`config.mk`:
```
export PLATFORM = sky130hd
export DESIGN_NAME = uff_top
export DESIGN_NICKNAME = d
export VERILOG_FILES = /design/src/uff_pkg.sv /design/src/uff_seq_match.sv /design/src/uff_top.sv
export VERILOG_INCLUDE_DIRS = /design/src
export SDC_FILE = /design/constraint.sdc
export NUM_CORES = 1
export LEC_CHECK = 0
export BUFFER_PORTS_ARGS = -buffer_cell sky130_fd_sc_hd__buf_2
export CAP_MARGIN = 10
export CELL_PAD_IN_SITES_DETAIL_PLACEMENT = 1
export CELL_PAD_IN_SITES_GLOBAL_PLACEMENT = 1
export CORE_ASPECT_RATIO = 0.75
export CORE_MARGIN = 2
export CORE_UTILIZATION = 47
export CTS_CLUSTER_DIAMETER = 200
export DETAILED_ROUTE_END_ITERATION = 8
export MAX_ROUTING_LAYER = met4
export PLACE_DENSITY_LB_ADDON = 0.1
export SETUP_SLACK_MARGIN = 0.05
export SYNTH_ARGS = -nofsm -noshare
export SYNTH_HDL_FRONTEND = slang
export SYNTH_SLANG_ARGS = --single-unit
```
`constraint.sdc`:
```
create_clock -name CLK_SYS_I -period 10.5 [get_ports CLK_SYS_I]
set_input_delay 2.1 -clock CLK_SYS_I [delete_from_list [all_inputs] [get_ports CLK_SYS_I]]
set_output_delay 2.1 -clock CLK_SYS_I [all_outputs]
set_load 0.02 [all_outputs]
```
`src/uff_map.svh`:
```
// Register map, field positions and reset values of the flow-control block.
// Assumes a 32-bit APB slave decoding byte addresses on the low address bits.
`ifndef UFF_MAP_SVH
`define UFF_MAP_SVH

// ----------------------------------------------------------------------------
// Register indices and byte offsets
// ----------------------------------------------------------------------------
`define UFF_IX_EFR 4'h0
`define UFF_IX_RES1 4'h1
`define UFF_IX_RES2 4'h2
`define UFF_IX_PAU1 4'h3
`define UFF_IX_PAU2 4'h4
`define UFF_IX_IER 4'h5
`define UFF_IX_FCR 4'h6
`define UFF_IX_MCR 4'h7
`define UFF_IX_FRAC 4'h8
`define UFF_IX_DIVL 4'h9
`define UFF_IX_DIVH 4'ha
`define UFF_IX_MSR 4'hb
`define UFF_IX_STAT 4'hc
`define UFF_IX_NONE 4'hf
`define UFF_ADDR_W 8
`define UFF_IX_LSB 2

// ----------------------------------------------------------------------------
// Field positions
// ----------------------------------------------------------------------------
`define UFF_EFR_ENH 4
`define UFF_EFR_SPECIAL 5
`define UFF_EFR_ARTS 6
`define UFF_EFR_ACTS 7
`define UFF_MCR_DTR 0
`define UFF_MCR_RTS 1
`define UFF_IER_TRIG 0
`define UFF_IER_PAUSE 4
`define UFF_IER_SPECIAL 5
`define UFF_ST_PAUSED 0
`define UFF_ST_RTSHOLD 1
`define UFF_ST_TRIG 2
`define UFF_ST_SPECIAL 4
`define UFF_ST_PAUSE 5
`define UFF_ST_W1C 8'h34

// ----------------------------------------------------------------------------
// Gate masks and reset values
// ----------------------------------------------------------------------------
`define UFF_GATE_IER 8'hf0
`define UFF_GATE_FCR 8'h30
`define UFF_GATE_MCR 8'he0
`define UFF_GATE_ST 8'h30
`define UFF_GATE_ALL 8'hff
`define UFF_RST_BYTE 8'h00
`define UFF_PWR_DIVL 8'h01
`define UFF_PWR_DIVH 8'h00
`define UFF_HYST_DEF 4

`endif

```
`src/uff_pkg.sv`:
```
// Types shared by the flow-control block.
// Assumes uff_map.svh supplies the numeric constants.
package uff_pkg;

	// Character match mode of one resume or pause detector
	typedef enum logic [4:0] {
		MM_OFF = 5'b00001,
		MM_FIRST = 5'b00010,
		MM_SECOND = 5'b00100,
		MM_EITHER = 5'b01000,
		MM_PAIR = 5'b10000
	} uff_match_e;

	// Transmit flow character sender
	typedef enum logic [2:0] {
		FC_IDLE = 3'b001,
		FC_FIRST = 3'b010,
		FC_SECOND = 3'b100
	} uff_fc_e;

endpackage

```
`src/uff_seq_match.sv`:
```
// One in-band character detector: single, either-of-two or two-in-a-row match.
// Assumes received characters arrive as one-cycle strobes on the system clock.
`timescale 1ns/10ps
module uff_seq_match (
	input wire logic clk_i,
	input wire logic rst_i,
	input wire logic char_valid_i,
	input wire logic [7:0] char_i,
	input wire logic [7:0] first_i,
	input wire logic [7:0] second_i,
	input wire uff_pkg::uff_match_e mode_i,
	output logic hit_o
);

	logic half;
	logic next_half;
	logic next_hit;
	wire eq_first = (char_i == first_i);
	wire eq_second = (char_i == second_i);

	// Match decode per mode; pair mode needs first char on the previous strobe
	always_comb begin
		next_hit = 1'b0;
		case (mode_i)
			uff_pkg::MM_FIRST: next_hit = char_valid_i && eq_first;
			uff_pkg::MM_SECOND: next_hit = char_valid_i && eq_second;
			uff_pkg::MM_EITHER: next_hit = char_valid_i && (eq_first || eq_second);
			uff_pkg::MM_PAIR: next_hit = char_valid_i && half && eq_second;
			default: next_hit = 1'b0;
		endcase
	end

	// Any other character breaks a pending pair
	assign next_half = char_valid_i ? ((mode_i == uff_pkg::MM_PAIR) && eq_first) : half;

	// Pair progress and hit strobe
	always_ff @(posedge clk_i or posedge rst_i) begin
		if (rst_i) begin
			half <= 1'b0;
			hit_o <= 1'b0;
		end else begin
			half <= next_half;
			hit_o <= next_hit;
		end
	end
endmodule

```
`src/uff_top.sv`:
```
// Enhanced feature and flow-control logic of one serial channel, APB register side.
// Assumes receiver, transmitter and FIFOs are outside and run on CLK_SYS_I.
`timescale 1ns/10ps
`include "uff_map.svh"
module uff_top #(
	parameter int LEVEL_W = 6,
	parameter logic [LEVEL_W-1:0] HYST = LEVEL_W'(`UFF_HYST_DEF)
) (
	input wire logic CLK_SYS_I,
	input wire logic RESET_I,
	input wire logic POWER_ON_RESET_I,
	input wire logic PSEL_I,
	input wire logic PENABLE_I,
	input wire logic PWRITE_I,
	input wire logic [`UFF_ADDR_W-1:0] PADDR_I,
	input wire logic [31:0] PWDATA_I,
	output logic [31:0] PRDATA_O,
	output logic PREADY_O,
	output logic PSLVERR_O,
	input wire logic RX_CHAR_VALID_I,
	input wire logic [7:0] RX_CHAR_I,
	output logic RX_FIFO_VALID_O,
	output logic [7:0] RX_FIFO_DATA_O,
	input wire logic [LEVEL_W-1:0] RX_LEVEL_I,
	input wire logic [LEVEL_W-1:0] RX_TRIG_I,
	output logic TX_FC_VALID_O,
	output logic [7:0] TX_FC_DATA_O,
	input wire logic TX_FC_READY_I,
	output logic TX_ALLOW_O,
	input wire logic TX_SER_I,
	output logic TX_SER_O,
	input wire logic TX_FIFO_FULL_I,
	input wire logic CTS_N_I,
	input wire logic DSR_N_I,
	input wire logic RI_N_I,
	input wire logic CD_N_I,
	input wire logic INTERRUPT_OUTPUT_SELECT_I,
	output logic RTS_N_O,
	output logic DTR_N_O,
	output logic RECEIVE_READY_N_O,
	output logic TRANSMIT_READY_N_O,
	output logic INT_O,
	output logic INT_OE_N_O,
	output logic [15:0] DIVISOR_O,
	output logic [7:0] FRAC_DIV_O
);

	// ------------------------------------------------------------------------
	// Helpers
	// ------------------------------------------------------------------------

	// Address to register index; anything unmapped gives the none index
	function automatic logic [3:0] dec_index(input logic [`UFF_ADDR_W-1:0] a);
		logic [3:0] ix;
		ix = `UFF_IX_NONE;
		if (a[`UFF_IX_LSB-1:0] != '0) begin
			ix = `UFF_IX_NONE;
		end else if (a[`UFF_ADDR_W-1:`UFF_IX_LSB] <= 6'(`UFF_IX_STAT)) begin
			ix = a[`UFF_IX_LSB+3:`UFF_IX_LSB];
		end else begin
			ix = `UFF_IX_NONE;
		end
		return ix;
	endfunction

	// Keep masked bits unless the enhanced enable is set
	function automatic logic [7:0] gated(input logic [7:0] old_v, input logic [7:0] new_v,
		input logic [7:0] mask, input logic en);
		return en ? new_v : ((new_v & ~mask) | (old_v & mask));
	endfunction

	// ------------------------------------------------------------------------
	// Pin synchronisers
	// ------------------------------------------------------------------------
	logic [4:0] pin_meta;
	logic [4:0] pin_s;
	logic [3:0] modem_prev;

	// No reset so the pin levels are visible while reset is held
	always_ff @(posedge CLK_SYS_I) begin
		pin_meta <= {INTERRUPT_OUTPUT_SELECT_I, CD_N_I, RI_N_I, DSR_N_I, CTS_N_I};
		pin_s <= pin_meta;
		modem_prev <= pin_s[3:0];
	end

	wire cts_s = pin_s[0];
	wire interrupt_output_select_s = pin_s[4];

	// ------------------------------------------------------------------------
	// APB decode
	// ------------------------------------------------------------------------
	wire [3:0] ix = dec_index(PADDR_I);
	wire mapped = (ix != `UFF_IX_NONE);
	wire access = PSEL_I && PENABLE_I;
	wire wr = access && PWRITE_I && mapped;
	wire rd_done = access && !PWRITE_I && (ix == `UFF_IX_MSR);
	wire [7:0] wd = PWDATA_I[7:0];

	assign PREADY_O = 1'b1;
	assign PSLVERR_O = access && !mapped;

	// ------------------------------------------------------------------------
	// Registers
	// ------------------------------------------------------------------------
	logic [7:0] enhanced_feature_control;
	logic [7:0] res1;
	logic [7:0] res2;
	logic [7:0] pau1;
	logic [7:0] pau2;
	logic [7:0] interrupt_enable_reg;
	logic [7:0] fifo_control_reg;
	logic [7:0] modem_control_reg;
	logic [7:0] frac;
	logic [7:0] divl;
	logic [7:0] divh;
	logic [3:0] delta;
	logic [7:0] status;
	wire enh = enhanced_feature_control[`UFF_EFR_ENH];

	// Plain and gated configuration registers; reset gives legacy behaviour
	always_ff @(posedge CLK_SYS_I or posedge RESET_I) begin
		if (RESET_I) begin
			enhanced_feature_control <= `UFF_RST_BYTE;
			res1 <= `UFF_RST_BYTE;
			res2 <= `UFF_RST_BYTE;
			pau1 <= `UFF_RST_BYTE;
			pau2 <= `UFF_RST_BYTE;
			interrupt_enable_reg <= `UFF_RST_BYTE;
			fifo_control_reg <= `UFF_RST_BYTE;
			modem_control_reg <= `UFF_RST_BYTE;
			frac <= `UFF_RST_BYTE;
		end else if (wr) begin
			if (ix == `UFF_IX_EFR) enhanced_feature_control <= wd;
			if (ix == `UFF_IX_RES1) res1 <= wd;
			if (ix == `UFF_IX_RES2) res2 <= wd;
			if (ix == `UFF_IX_PAU1) pau1 <= wd;
			if (ix == `UFF_IX_PAU2) pau2 <= wd;
			if (ix == `UFF_IX_IER) interrupt_enable_reg <= gated(interrupt_enable_reg, wd, `UFF_GATE_IER, enh);
			if (ix == `UFF_IX_FCR) fifo_control_reg <= gated(fifo_control_reg, wd, `UFF_GATE_FCR, enh);
			if (ix == `UFF_IX_MCR) modem_control_reg <= gated(modem_control_reg, wd, `UFF_GATE_MCR, enh);
			if (ix == `UFF_IX_FRAC) frac <= gated(frac, wd, `UFF_GATE_ALL, enh);
		end
	end

	// Divisor bytes only know the power-up reset
	always_ff @(posedge CLK_SYS_I or posedge POWER_ON_RESET_I) begin
		if (POWER_ON_RESET_I) begin
			divl <= `UFF_PWR_DIVL;
			divh <= `UFF_PWR_DIVH;
		end else if (wr) begin
			if (ix == `UFF_IX_DIVL) divl <= wd;
			if (ix == `UFF_IX_DIVH) divh <= wd;
		end
	end

	assign DIVISOR_O = {divh, divl};
	assign FRAC_DIV_O = frac;

	// ------------------------------------------------------------------------
	// Modem status deltas; a change in the reading cycle survives the clear
	// ------------------------------------------------------------------------
	wire [3:0] chg = {pin_s[3] ^ modem_prev[3], pin_s[2] && !modem_prev[2],
		pin_s[1] ^ modem_prev[1], pin_s[0] ^ modem_prev[0]};
	wire [3:0] next_delta = (rd_done ? 4'h0 : delta) | chg;

	always_ff @(posedge CLK_SYS_I or posedge RESET_I) begin
		if (RESET_I) delta <= 4'h0;
		else delta <= next_delta;
	end

	wire [7:0] modem_status_reg = {~pin_s[3:0], delta};

	// ------------------------------------------------------------------------
	// Receive side flow control and special character
	// ------------------------------------------------------------------------
	wire [1:0] rx_sel = enhanced_feature_control[1:0];
	wire [1:0] tx_sel = enhanced_feature_control[3:2];
	uff_pkg::uff_match_e rx_mode;

	// Receive match mode from the select bits
	always_comb begin
		rx_mode = uff_pkg::MM_OFF;
		if (rx_sel == 2'b10) rx_mode = uff_pkg::MM_FIRST;
		else if (rx_sel == 2'b01) rx_mode = uff_pkg::MM_SECOND;
		else if (rx_sel == 2'b11 && tx_sel == 2'b11) rx_mode = uff_pkg::MM_PAIR;
		else if (rx_sel == 2'b11) rx_mode = uff_pkg::MM_EITHER;
	end

	logic [1:0] hit;

	// Resume detector at 0, pause detector at 1
	genvar g;
	generate
		for (g = 0; g < 2; g++) begin : g_det
			uff_seq_match u_match (
				.clk_i(CLK_SYS_I),
				.rst_i(RESET_I),
				.char_valid_i(RX_CHAR_VALID_I),
				.char_i(RX_CHAR_I),
				.first_i(g == 0 ? res1 : pau1),
				.second_i(g == 0 ? res2 : pau2),
				.mode_i(rx_mode),
				.hit_o(hit[g])
			);
		end
	endgenerate

	wire special = RX_CHAR_VALID_I && enhanced_feature_control[`UFF_EFR_SPECIAL] && (RX_CHAR_I == pau2);
	wire drop = special && (rx_sel == 2'b01);
	logic paused;

	// Characters to the FIFO, held back only for a consumed second pause
	always_ff @(posedge CLK_SYS_I or posedge RESET_I) begin
		if (RESET_I) begin
			RX_FIFO_VALID_O <= 1'b0;
			RX_FIFO_DATA_O <= `UFF_RST_BYTE;
		end else begin
			RX_FIFO_VALID_O <= RX_CHAR_VALID_I && !drop;
			RX_FIFO_DATA_O <= RX_CHAR_I;
		end
	end

	// Remote pause state; receive flow off releases it
	always_ff @(posedge CLK_SYS_I or posedge RESET_I) begin
		if (RESET_I) paused <= 1'b0;
		else if (rx_sel == 2'b00) paused <= 1'b0;
		else if (hit[1]) paused <= 1'b1;
		else if (hit[0]) paused <= 1'b0;
	end

	// Transmitter gate; it finishes the character in flight itself
	assign TX_ALLOW_O = !paused && !(enhanced_feature_control[`UFF_EFR_ACTS] && cts_s);

	// ------------------------------------------------------------------------
	// Auto request-to-send with hysteresis
	// ------------------------------------------------------------------------
	wire [LEVEL_W:0] lvl = {1'b0, RX_LEVEL_I};
	wire [LEVEL_W:0] trig = {1'b0, RX_TRIG_I};
	wire [LEVEL_W:0] upper = trig + {1'b0, HYST};
	wire [LEVEL_W:0] lower = (RX_TRIG_I > HYST) ? trig - {1'b0, HYST} : '0;
	wire at_trig = (lvl >= trig);
	logic rts_hold;
	logic trig_prev;

	always_ff @(posedge CLK_SYS_I or posedge RESET_I) begin
		if (RESET_I) begin
			rts_hold <= 1'b0;
			trig_prev <= 1'b0;
		end else begin
			trig_prev <= at_trig;
			if (lvl >= upper) rts_hold <= 1'b1;
			else if (lvl < lower) rts_hold <= 1'b0;
		end
	end

	// Host must drive the modem bit active before auto mode can release it
	assign RTS_N_O = !modem_control_reg[`UFF_MCR_RTS] || (enhanced_feature_control[`UFF_EFR_ARTS] && rts_hold);
	assign DTR_N_O = !modem_control_reg[`UFF_MCR_DTR];

	// ------------------------------------------------------------------------
	// Sticky status; hardware set wins over write-one-to-clear
	// ------------------------------------------------------------------------
	wire [7:0] st_set = {2'b00, hit[1], special, 1'b0,
		enhanced_feature_control[`UFF_EFR_ARTS] && at_trig && !trig_prev, 2'b00};
	wire wr_st = wr && (ix == `UFF_IX_STAT);
	wire [7:0] st_clr = wr_st ? gated(8'h00, wd & `UFF_ST_W1C, `UFF_GATE_ST, enh) : 8'h00;

	always_ff @(posedge CLK_SYS_I or posedge RESET_I) begin
		if (RESET_I) status <= `UFF_RST_BYTE;
		else status <= (status & ~st_clr) | st_set;
	end

	wire irq = (status[`UFF_ST_TRIG] && interrupt_enable_reg[`UFF_IER_TRIG])
		|| (status[`UFF_ST_PAUSE] && interrupt_enable_reg[`UFF_IER_PAUSE])
		|| (status[`UFF_ST_SPECIAL] && interrupt_enable_reg[`UFF_IER_SPECIAL]);

	// ------------------------------------------------------------------------
	// Transmit flow characters
	// ------------------------------------------------------------------------
	uff_pkg::uff_fc_e state;
	uff_pkg::uff_fc_e next_state;
	logic sent_pause;
	logic sending_pause;
	logic [7:0] next_fc_data;
	wire tx_on = (tx_sel != 2'b00);
	wire want_pause = tx_on && at_trig;
	wire [7:0] ch_first = want_pause ? pau1 : res1;
	wire [7:0] ch_second = sending_pause ? pau2 : res2;

	// Sender sequence: one character, or first then second of the pair
	always_comb begin
		next_state = state;
		next_fc_data = TX_FC_DATA_O;
		case (state)
			uff_pkg::FC_IDLE: begin
				if (tx_on && want_pause != sent_pause) begin
					next_state = uff_pkg::FC_FIRST;
					next_fc_data = (tx_sel == 2'b01) ? (want_pause ? pau2 : res2) : ch_first;
				end
			end
			uff_pkg::FC_FIRST: begin
				if (!tx_on) next_state = uff_pkg::FC_IDLE;
				else if (TX_FC_READY_I && tx_sel == 2'b11) begin
					next_state = uff_pkg::FC_SECOND;
					next_fc_data = ch_second;
				end else if (TX_FC_READY_I) next_state = uff_pkg::FC_IDLE;
			end
			uff_pkg::FC_SECOND: begin
				if (!tx_on || TX_FC_READY_I) next_state = uff_pkg::FC_IDLE;
			end
			default: next_state = uff_pkg::FC_IDLE;
		endcase
	end

	always_ff @(posedge CLK_SYS_I or posedge RESET_I) begin
		if (RESET_I) begin
			state <= uff_pkg::FC_IDLE;
			TX_FC_DATA_O <= `UFF_RST_BYTE;
			sent_pause <= 1'b0;
			sending_pause <= 1'b0;
		end else begin
			state <= next_state;
			TX_FC_DATA_O <= next_fc_data;
			if (!tx_on) sent_pause <= 1'b0;
			else if (next_state == uff_pkg::FC_IDLE && state != uff_pkg::FC_IDLE)
				sent_pause <= sending_pause;
			if (state == uff_pkg::FC_IDLE) sending_pause <= want_pause;
		end
	end

	assign TX_FC_VALID_O = (state != uff_pkg::FC_IDLE);

	// ------------------------------------------------------------------------
	// Pin outputs and read data
	// ------------------------------------------------------------------------
	always_ff @(posedge CLK_SYS_I or posedge RESET_I) begin
		if (RESET_I) begin
			TX_SER_O <= 1'b1;
			RECEIVE_READY_N_O <= 1'b1;
			TRANSMIT_READY_N_O <= 1'b0;
			INT_O <= 1'b0;
		end else begin
			TX_SER_O <= TX_SER_I;
			RECEIVE_READY_N_O <= (RX_LEVEL_I == '0);
			TRANSMIT_READY_N_O <= TX_FIFO_FULL_I;
			INT_O <= irq;
		end
	end

	// Floats unless the select strap asks for a driven output
	assign INT_OE_N_O = !interrupt_output_select_s;

	logic [7:0] rmux;

	// Read mux, captured in the setup phase
	always_comb begin
		case (ix)
			`UFF_IX_EFR: rmux = enhanced_feature_control;
			`UFF_IX_RES1: rmux = res1;
			`UFF_IX_RES2: rmux = res2;
			`UFF_IX_PAU1: rmux = pau1;
			`UFF_IX_PAU2: rmux = pau2;
			`UFF_IX_IER: rmux = interrupt_enable_reg;
			`UFF_IX_FCR: rmux = fifo_control_reg;
			`UFF_IX_MCR: rmux = modem_control_reg;
			`UFF_IX_FRAC: rmux = frac;
			`UFF_IX_DIVL: rmux = divl;
			`UFF_IX_DIVH: rmux = divh;
			`UFF_IX_MSR: rmux = modem_status_reg;
			`UFF_IX_STAT: rmux = {status[7:2], rts_hold, paused};
			default: rmux = 8'h00;
		endcase
	end

	always_ff @(posedge CLK_SYS_I or posedge RESET_I) begin
		if (RESET_I) PRDATA_O <= 32'h0000_0000;
		else if (PSEL_I && !PENABLE_I) PRDATA_O <= {24'h00_0000, rmux};
	end
endmodule

```
==> results.json, run 1 <==
{
  "grt_pass1_vias": 6367,
  "fmax_mhz": 181,
  "cts_resized": 0,
  "start_util": 0.483,
  "avgSynthCellArea_sq_um": 11.2,
  "finalHoldViolCount": 0,
  "max_slew.worst_pin.slew_ns": 1.02,
  "n_antenna_cell": 0,
  "synth.most_common_cell": "dfrtp_1",
  "vias_per_cell": 5.86,
  "gp_congestion": 0.959,
  "worstPathRequired_ns": 8.40,
  "min_path_cells": 0,
  "clk-insertion-delay-late_ns": 0.44,
  "final-instance-count-excl-fill": 1054,
  "dieArea_sq_mm": 0.0184,
  "crit_arrival_ns": 3.42,
  "clock_path_buffers": 2,
  "hp-class": "flip-flop to flip-flop",
  "design.core.area_sq_mm": 0.0169,
  "worstHoldEndpoint": "pin_s[2]",
  "cap_violations": 0,
  "finClkSkew_ns": 0.00634,
  "synth_top_area_share": 0.406,
  "pin_count": 159,
  "drt_pass1_iterations": 5,
  "place_inst": 1022,
  "grt_remaining_overflow": 0,
  "critPathKind": "input pin to primary output",
  "fin_tns_setup_ns": 0,
  "critPathMaxFanout": 41,
  "synthCells": 729,
  "area_growth_pct": 14.9,
  "drv_slew": 0,
  "post_cts_buffers": 0,
  "finalSetupViolations": 0,
  "vias": 6172,
  "slew-limit-headroom": 0.314,
  "dp_hpwl_microns": 17400,
  "ctsHoldBuffers": 0,
  "grt_pass1_wl_microns": 37800,
  "synth_area_leaders": "dfrtp_1, mux2_2, dfxtp_1, mux4_2, ha_1",
  "cts_root_buf": "clkbuf_16",
  "cts_buffers": 17,
  "drtAntennaViolNets": 0,
  "totalWireLength_microns": 24000,
  "rr_startpoint": "enhanced_feature_control[3]",
  "ir_worst_vdd_uv": 81.5,
  "cts_sinks": 150,
  "synth_enable_flop_cells": 0,
  "path_clk_slew_ns": 0.07,
  "drc_errors": 0,
  "power_density_mw_per_mm2": 164,
  "ys_seq_area_frac": 0.453,
  "port_buffers": 109,
  "synthTopCellsByCount": "dfrtp_1, mux2_2, nand2_1",
  "synthFlopType": "dfrtp_1",
  "track_usage": 0.280,
  "rrSetupSlack_ns": 7.99,
  "htree_levels": 4,
  "fin_crit_sh": 0.525,
  "drtIter0Drc": 515,
  "yosys_warnings": 0,
  "postPlaceCellArea_sq_mm": 0.00873,
  "place_ws_ns": 5.01,
  "grt_max_degree": 64,
  "leakage_nw": 4.58,
  "ff2ff_path_depth": 6,
  "ys_async_sr_fraction": 0.907,
  "final_nets": 919,
  "synth_top_cell_by_area": "dfrtp_1",
  "antenna_found_initial": 1,
  "die_w_microns": 156,
  "rows": 41,
  "yosysUniqueCellTypes": 73,
  "end_kind": "primary output",
  "synth-seq-cells": 150,
  "rsz0062_at_grt": "false",
  "fin_area_sq_mm": 0.00935,
  "outcome": "finished clean",
  "timing.rr.end": "TX_FC_DATA_O[3]",
  "dieHeight_microns": 118,
  "post-route-min-period_ns": 5.52,
  "hold_start": "pin_meta[2]",
  "synthesis.area_sq_mm": 0.00814,
  "setup_ws_ns": 4.98,
  "start_kind": "input pin",
  "drive_gt1_frac": 0.337,
  "power.total_mw": 1.53,
  "crit_path_start": "PADDR_I[2]",
  "cts_tree": "built",
  "wire_per_inst_microns": 22.8
}
## cells in the final DEF (no fill, tap or decap), drive strengths merged, types with 8 or more instances in the layout
master / netlist / routed
nor3: 8 / 8
nor2: 42 / 42
ha: 18 / 18
nand3: 20 / 20
dfxtp: 14 / 14
mux2i: 17 / 17
conb: 2 / 25
clkbuf: 14 / 17
o21ai: 32 / 32
nor4: 14 / 14
xnor2: 16 / 16
mux2: 107 / 107
a21oi: 27 / 27
dfrtp: 132 / 132
xor2: 24 / 24
clkinv: 0 / 8
inv: 29 / 36
mux4: 11 / 11
buf: 44 / 113
nand2: 62 / 62
## how the worst max path moves through the flow
stage / end / slack (ns) / cells past startpoint
floorplan: PSLVERR_O / 5.15 / 6
global placement: PSLVERR_O / 5.01 / 6
detailed placement: PSLVERR_O / 5.01 / 6
CTS: PSLVERR_O / 5.00 / 6
global route: PSLVERR_O / 4.92 / 6
finish: PSLVERR_O / 4.98 / 6
## worst max-delay path: stages
cell	delay [ns]
buf_2	0.08
buf_4	0.47
nor2_4	0.18
o21ai_0	0.21
and3_1	0.17
buf_2	0.16
## per-layer routing
layer  routed length (microns)  vias up  GRT usage
li1                          -     2769          -
met1                     11400     3180      0.401
met2                     10900      192      0.411
met3                      1320       31     0.0538
met4                       359        0     0.0677
met5                         0        -          -
## cells by family (layout without fill, tap and decap cells)
family                     Yosys count  after routing  synth area share
AOI/OAI and AO/OA                  119            119             0.101
xor gates and xnor gates            40             40            0.0430
adders and majority gates           18             18            0.0277
buffers and inverters               87            174            0.0564
DFF                                150            150             0.453
muxes                              135            135             0.199
other                                2             25          0.000922
and+or+nand+nor                    178            178             0.119
## metrics by stage
step / hold slack [ns] / util
after floorplan: 0.310 / -
after global placement: 0.310 / 0.517
after detailed placement: 0.313 / 0.517
after CTS: 0.331 / 0.554
after global routing: 0.333 / 0.554
final: 0.331 / 0.554
## report_power, final
part / total (mW) / switching [mW] / internal [mW] / leakage [nW]
logic: 0.258 / 0.158 / 0.0992 / 2.36
registers: 0.640 / 0.0314 / 0.609 / 1.91
clock network: 0.632 / 0.305 / 0.327 / 0.302
## area by class of cell
cell class                 count  area, sq um
clock inverter                15          201
fill                        1826         7520
tap                          215          269
inverter                      29          111
timing repair buffer         113          576
sequential                   150         3690
multi-input combinational    515         4080
clock buffer                  17          425
Note: power is estimated with default switching activity, not from simulation.
==> run 2: changes to the inputs <==
--- a/config.mk
+++ b/config.mk
@@ -12,7 +12,7 @@
 export CELL_PAD_IN_SITES_GLOBAL_PLACEMENT = 1
 export CORE_ASPECT_RATIO = 0.75
 export CORE_MARGIN = 2
-export CORE_UTILIZATION = 47
+export CORE_UTILIZATION = 40
 export CTS_CLUSTER_DIAMETER = 200
 export DETAILED_ROUTE_END_ITERATION = 8
 export MAX_ROUTING_LAYER = met4
==> constraint.sdc (replaced) <==
create_clock -name CLK_SYS_I -period 4.45 [get_ports CLK_SYS_I]
set_input_delay 0.89 -clock CLK_SYS_I [delete_from_list [all_inputs] [get_ports CLK_SYS_I]]
set_output_delay 0.89 -clock CLK_SYS_I [all_outputs]
set_load 0.02 [all_outputs]
==> results.json, run 2 (synthesis gave the netlist of run 1 again) <==
{
  "cts_resized": 0,
  "drc_errors": 0,
  "start_kind": "input pin",
  "outcome": "finished clean",
  "ctsHoldBuffers": 0,
  "final_nets": 920,
  "cts_root_buf": "clkbuf_16",
  "crit_top_cell": "buf_2",
  "power_density_mw_per_mm2": 391,
  "n_antenna_cell": 0,
  "grt_pass1_vias": 6329,
  "max_stage_delay_ns": 0.76,
  "htree_levels": 4,
  "clock_path_buffers": 2,
  "dp_hpwl_microns": 18200,
  "drive_gt1_frac": 0.338,
  "clk-insertion-delay-late_ns": 0.44,
  "slew-limit-headroom": 0.295,
  "dieHeight_microns": 128,
  "vias_per_cell": 5.60,
  "setup_ws_ns": 1.10,
  "final_cell_mix": "dfrtp_1, buf_2, mux2_2, nand2_1",
  "wire_per_inst_microns": 22.5,
  "path_cells": "buf_2 -> nor2_4 -> o21ai_0 -> and3_1 -> buf_2",
  "antenna_found_initial": 0,
  "track_usage": 0.242,
  "drtAntennaViolNets": 0,
  "leakage_nw": 4.57,
  "finalSetupViolations": 0,
  "grt_pass1_wl_microns": 38200,
  "grt_max_degree": 65,
  "power.total_mw": 3.68,
  "post-route-min-period_ns": 3.35,
  "drt_pass1_iterations": 5,
  "critPathMaxFanout": 41,
  "final_common_cell": "dfrtp_1",
  "cts_sinks": 150,
  "cts_buffers": 17,
  "rows": 45,
  "nFillCells": 2209,
  "hp-class": "flip-flop to flip-flop",
  "finClkSkew_ns": 0.0107,
  "die_w_microns": 169,
  "start_util": 0.405,
  "gp_congestion": 0.890,
  "cts_tree": "built",
  "post_cts_buffers": 0,
  "worstPathRequired_ns": 3.56,
  "slowest_stage": "buf_2",
  "path_clk_slew_ns": 0.06,
  "path_buf_inv": 2,
  "ir_worst_vdd_uv": 159,
  "rsz0062_at_grt": "false",
  "fmax_mhz": 298,
  "fin_crit_sh": 0.753,
  "totalWireLength_microns": 24700,
  "pin_count": 159,
  "crit_arrival_ns": 2.46,
  "area_growth_pct": 15.6,
  "end_kind": "primary output",
  "finalHoldViolCount": 0,
  "place_ws_ns": 0.944,
  "max_slew.worst_pin.slew_ns": 1.05,
  "whs_ns": 0.326,
  "drv_slew": 0,
  "drtIter0Drc": 341,
  "vias": 6154,
  "fin_tns_setup_ns": 0,
  "critical_path.top_delay_family": "buffers and inverters",
  "cap_violations": 0,
  "design.core.area_sq_mm": 0.0201,
  "grt_remaining_overflow": 0,
  "dieArea_sq_mm": 0.0215,
  "critPathKind": "input pin to primary output",
  "port_buffers": 109
}
[run 2: worst paths after layout]
path	start	end	slack [ns]	cells past startpoint
max	PADDR_I[2]	PSLVERR_O	1.10	5
max reg2reg	enhanced_feature_control[3]	TX_FC_DATA_O[1]	1.89	6
min	pin_meta[3]	pin_s[3]	0.33	0
max in group asynchronous	RESET_I	g_det[1].u_match.hit_o	2.86	3
min reg2reg	pin_meta[3]	pin_s[3]	0.33	0
min in group asynchronous	POWER_ON_RESET_I	divl[6]	0.55	2
[run 2: area by class of cell]
class | count | area (sq um) | area share
clock buffers | 19 | 453 | 0.0481
clock inverters | 13 | 171 | 0.0182
inverters | 29 | 111 | 0.0118
multi-input cells | 515 | 4080 | 0.434
flip-flops and latches | 150 | 3690 | 0.392
well taps | 258 | 323 | 0.0343
repair buffers | 114 | 583 | 0.0619
[run 2: stage by stage]
step,util,area [sq um],std cells
global route,0.468,9410,1098
CTS,0.468,9410,1098
finish,0.468,9410,1098
global placement,0.437,8790,1066
floorplan,-,8230,752
detailed placement,0.437,8790,1066
[run 2: per-layer routing]
layer	global-route usage	up-vias	share of wire	routed length, microns
met5	-	-	0	0
met4	0.0436	0	0.0077	190
met3	0.0511	19	0.054	1330
met2	0.353	182	0.45	11000
met1	0.353	3179	0.49	12100
li1	-	2774	-	-
[run 2: power by group]
group | switching [mW] | internal, mW
clock network | 0.626 | 0.918
registers | 0.0745 | 1.44
logic | 0.383 | 0.241
total | 1.08 | 2.60
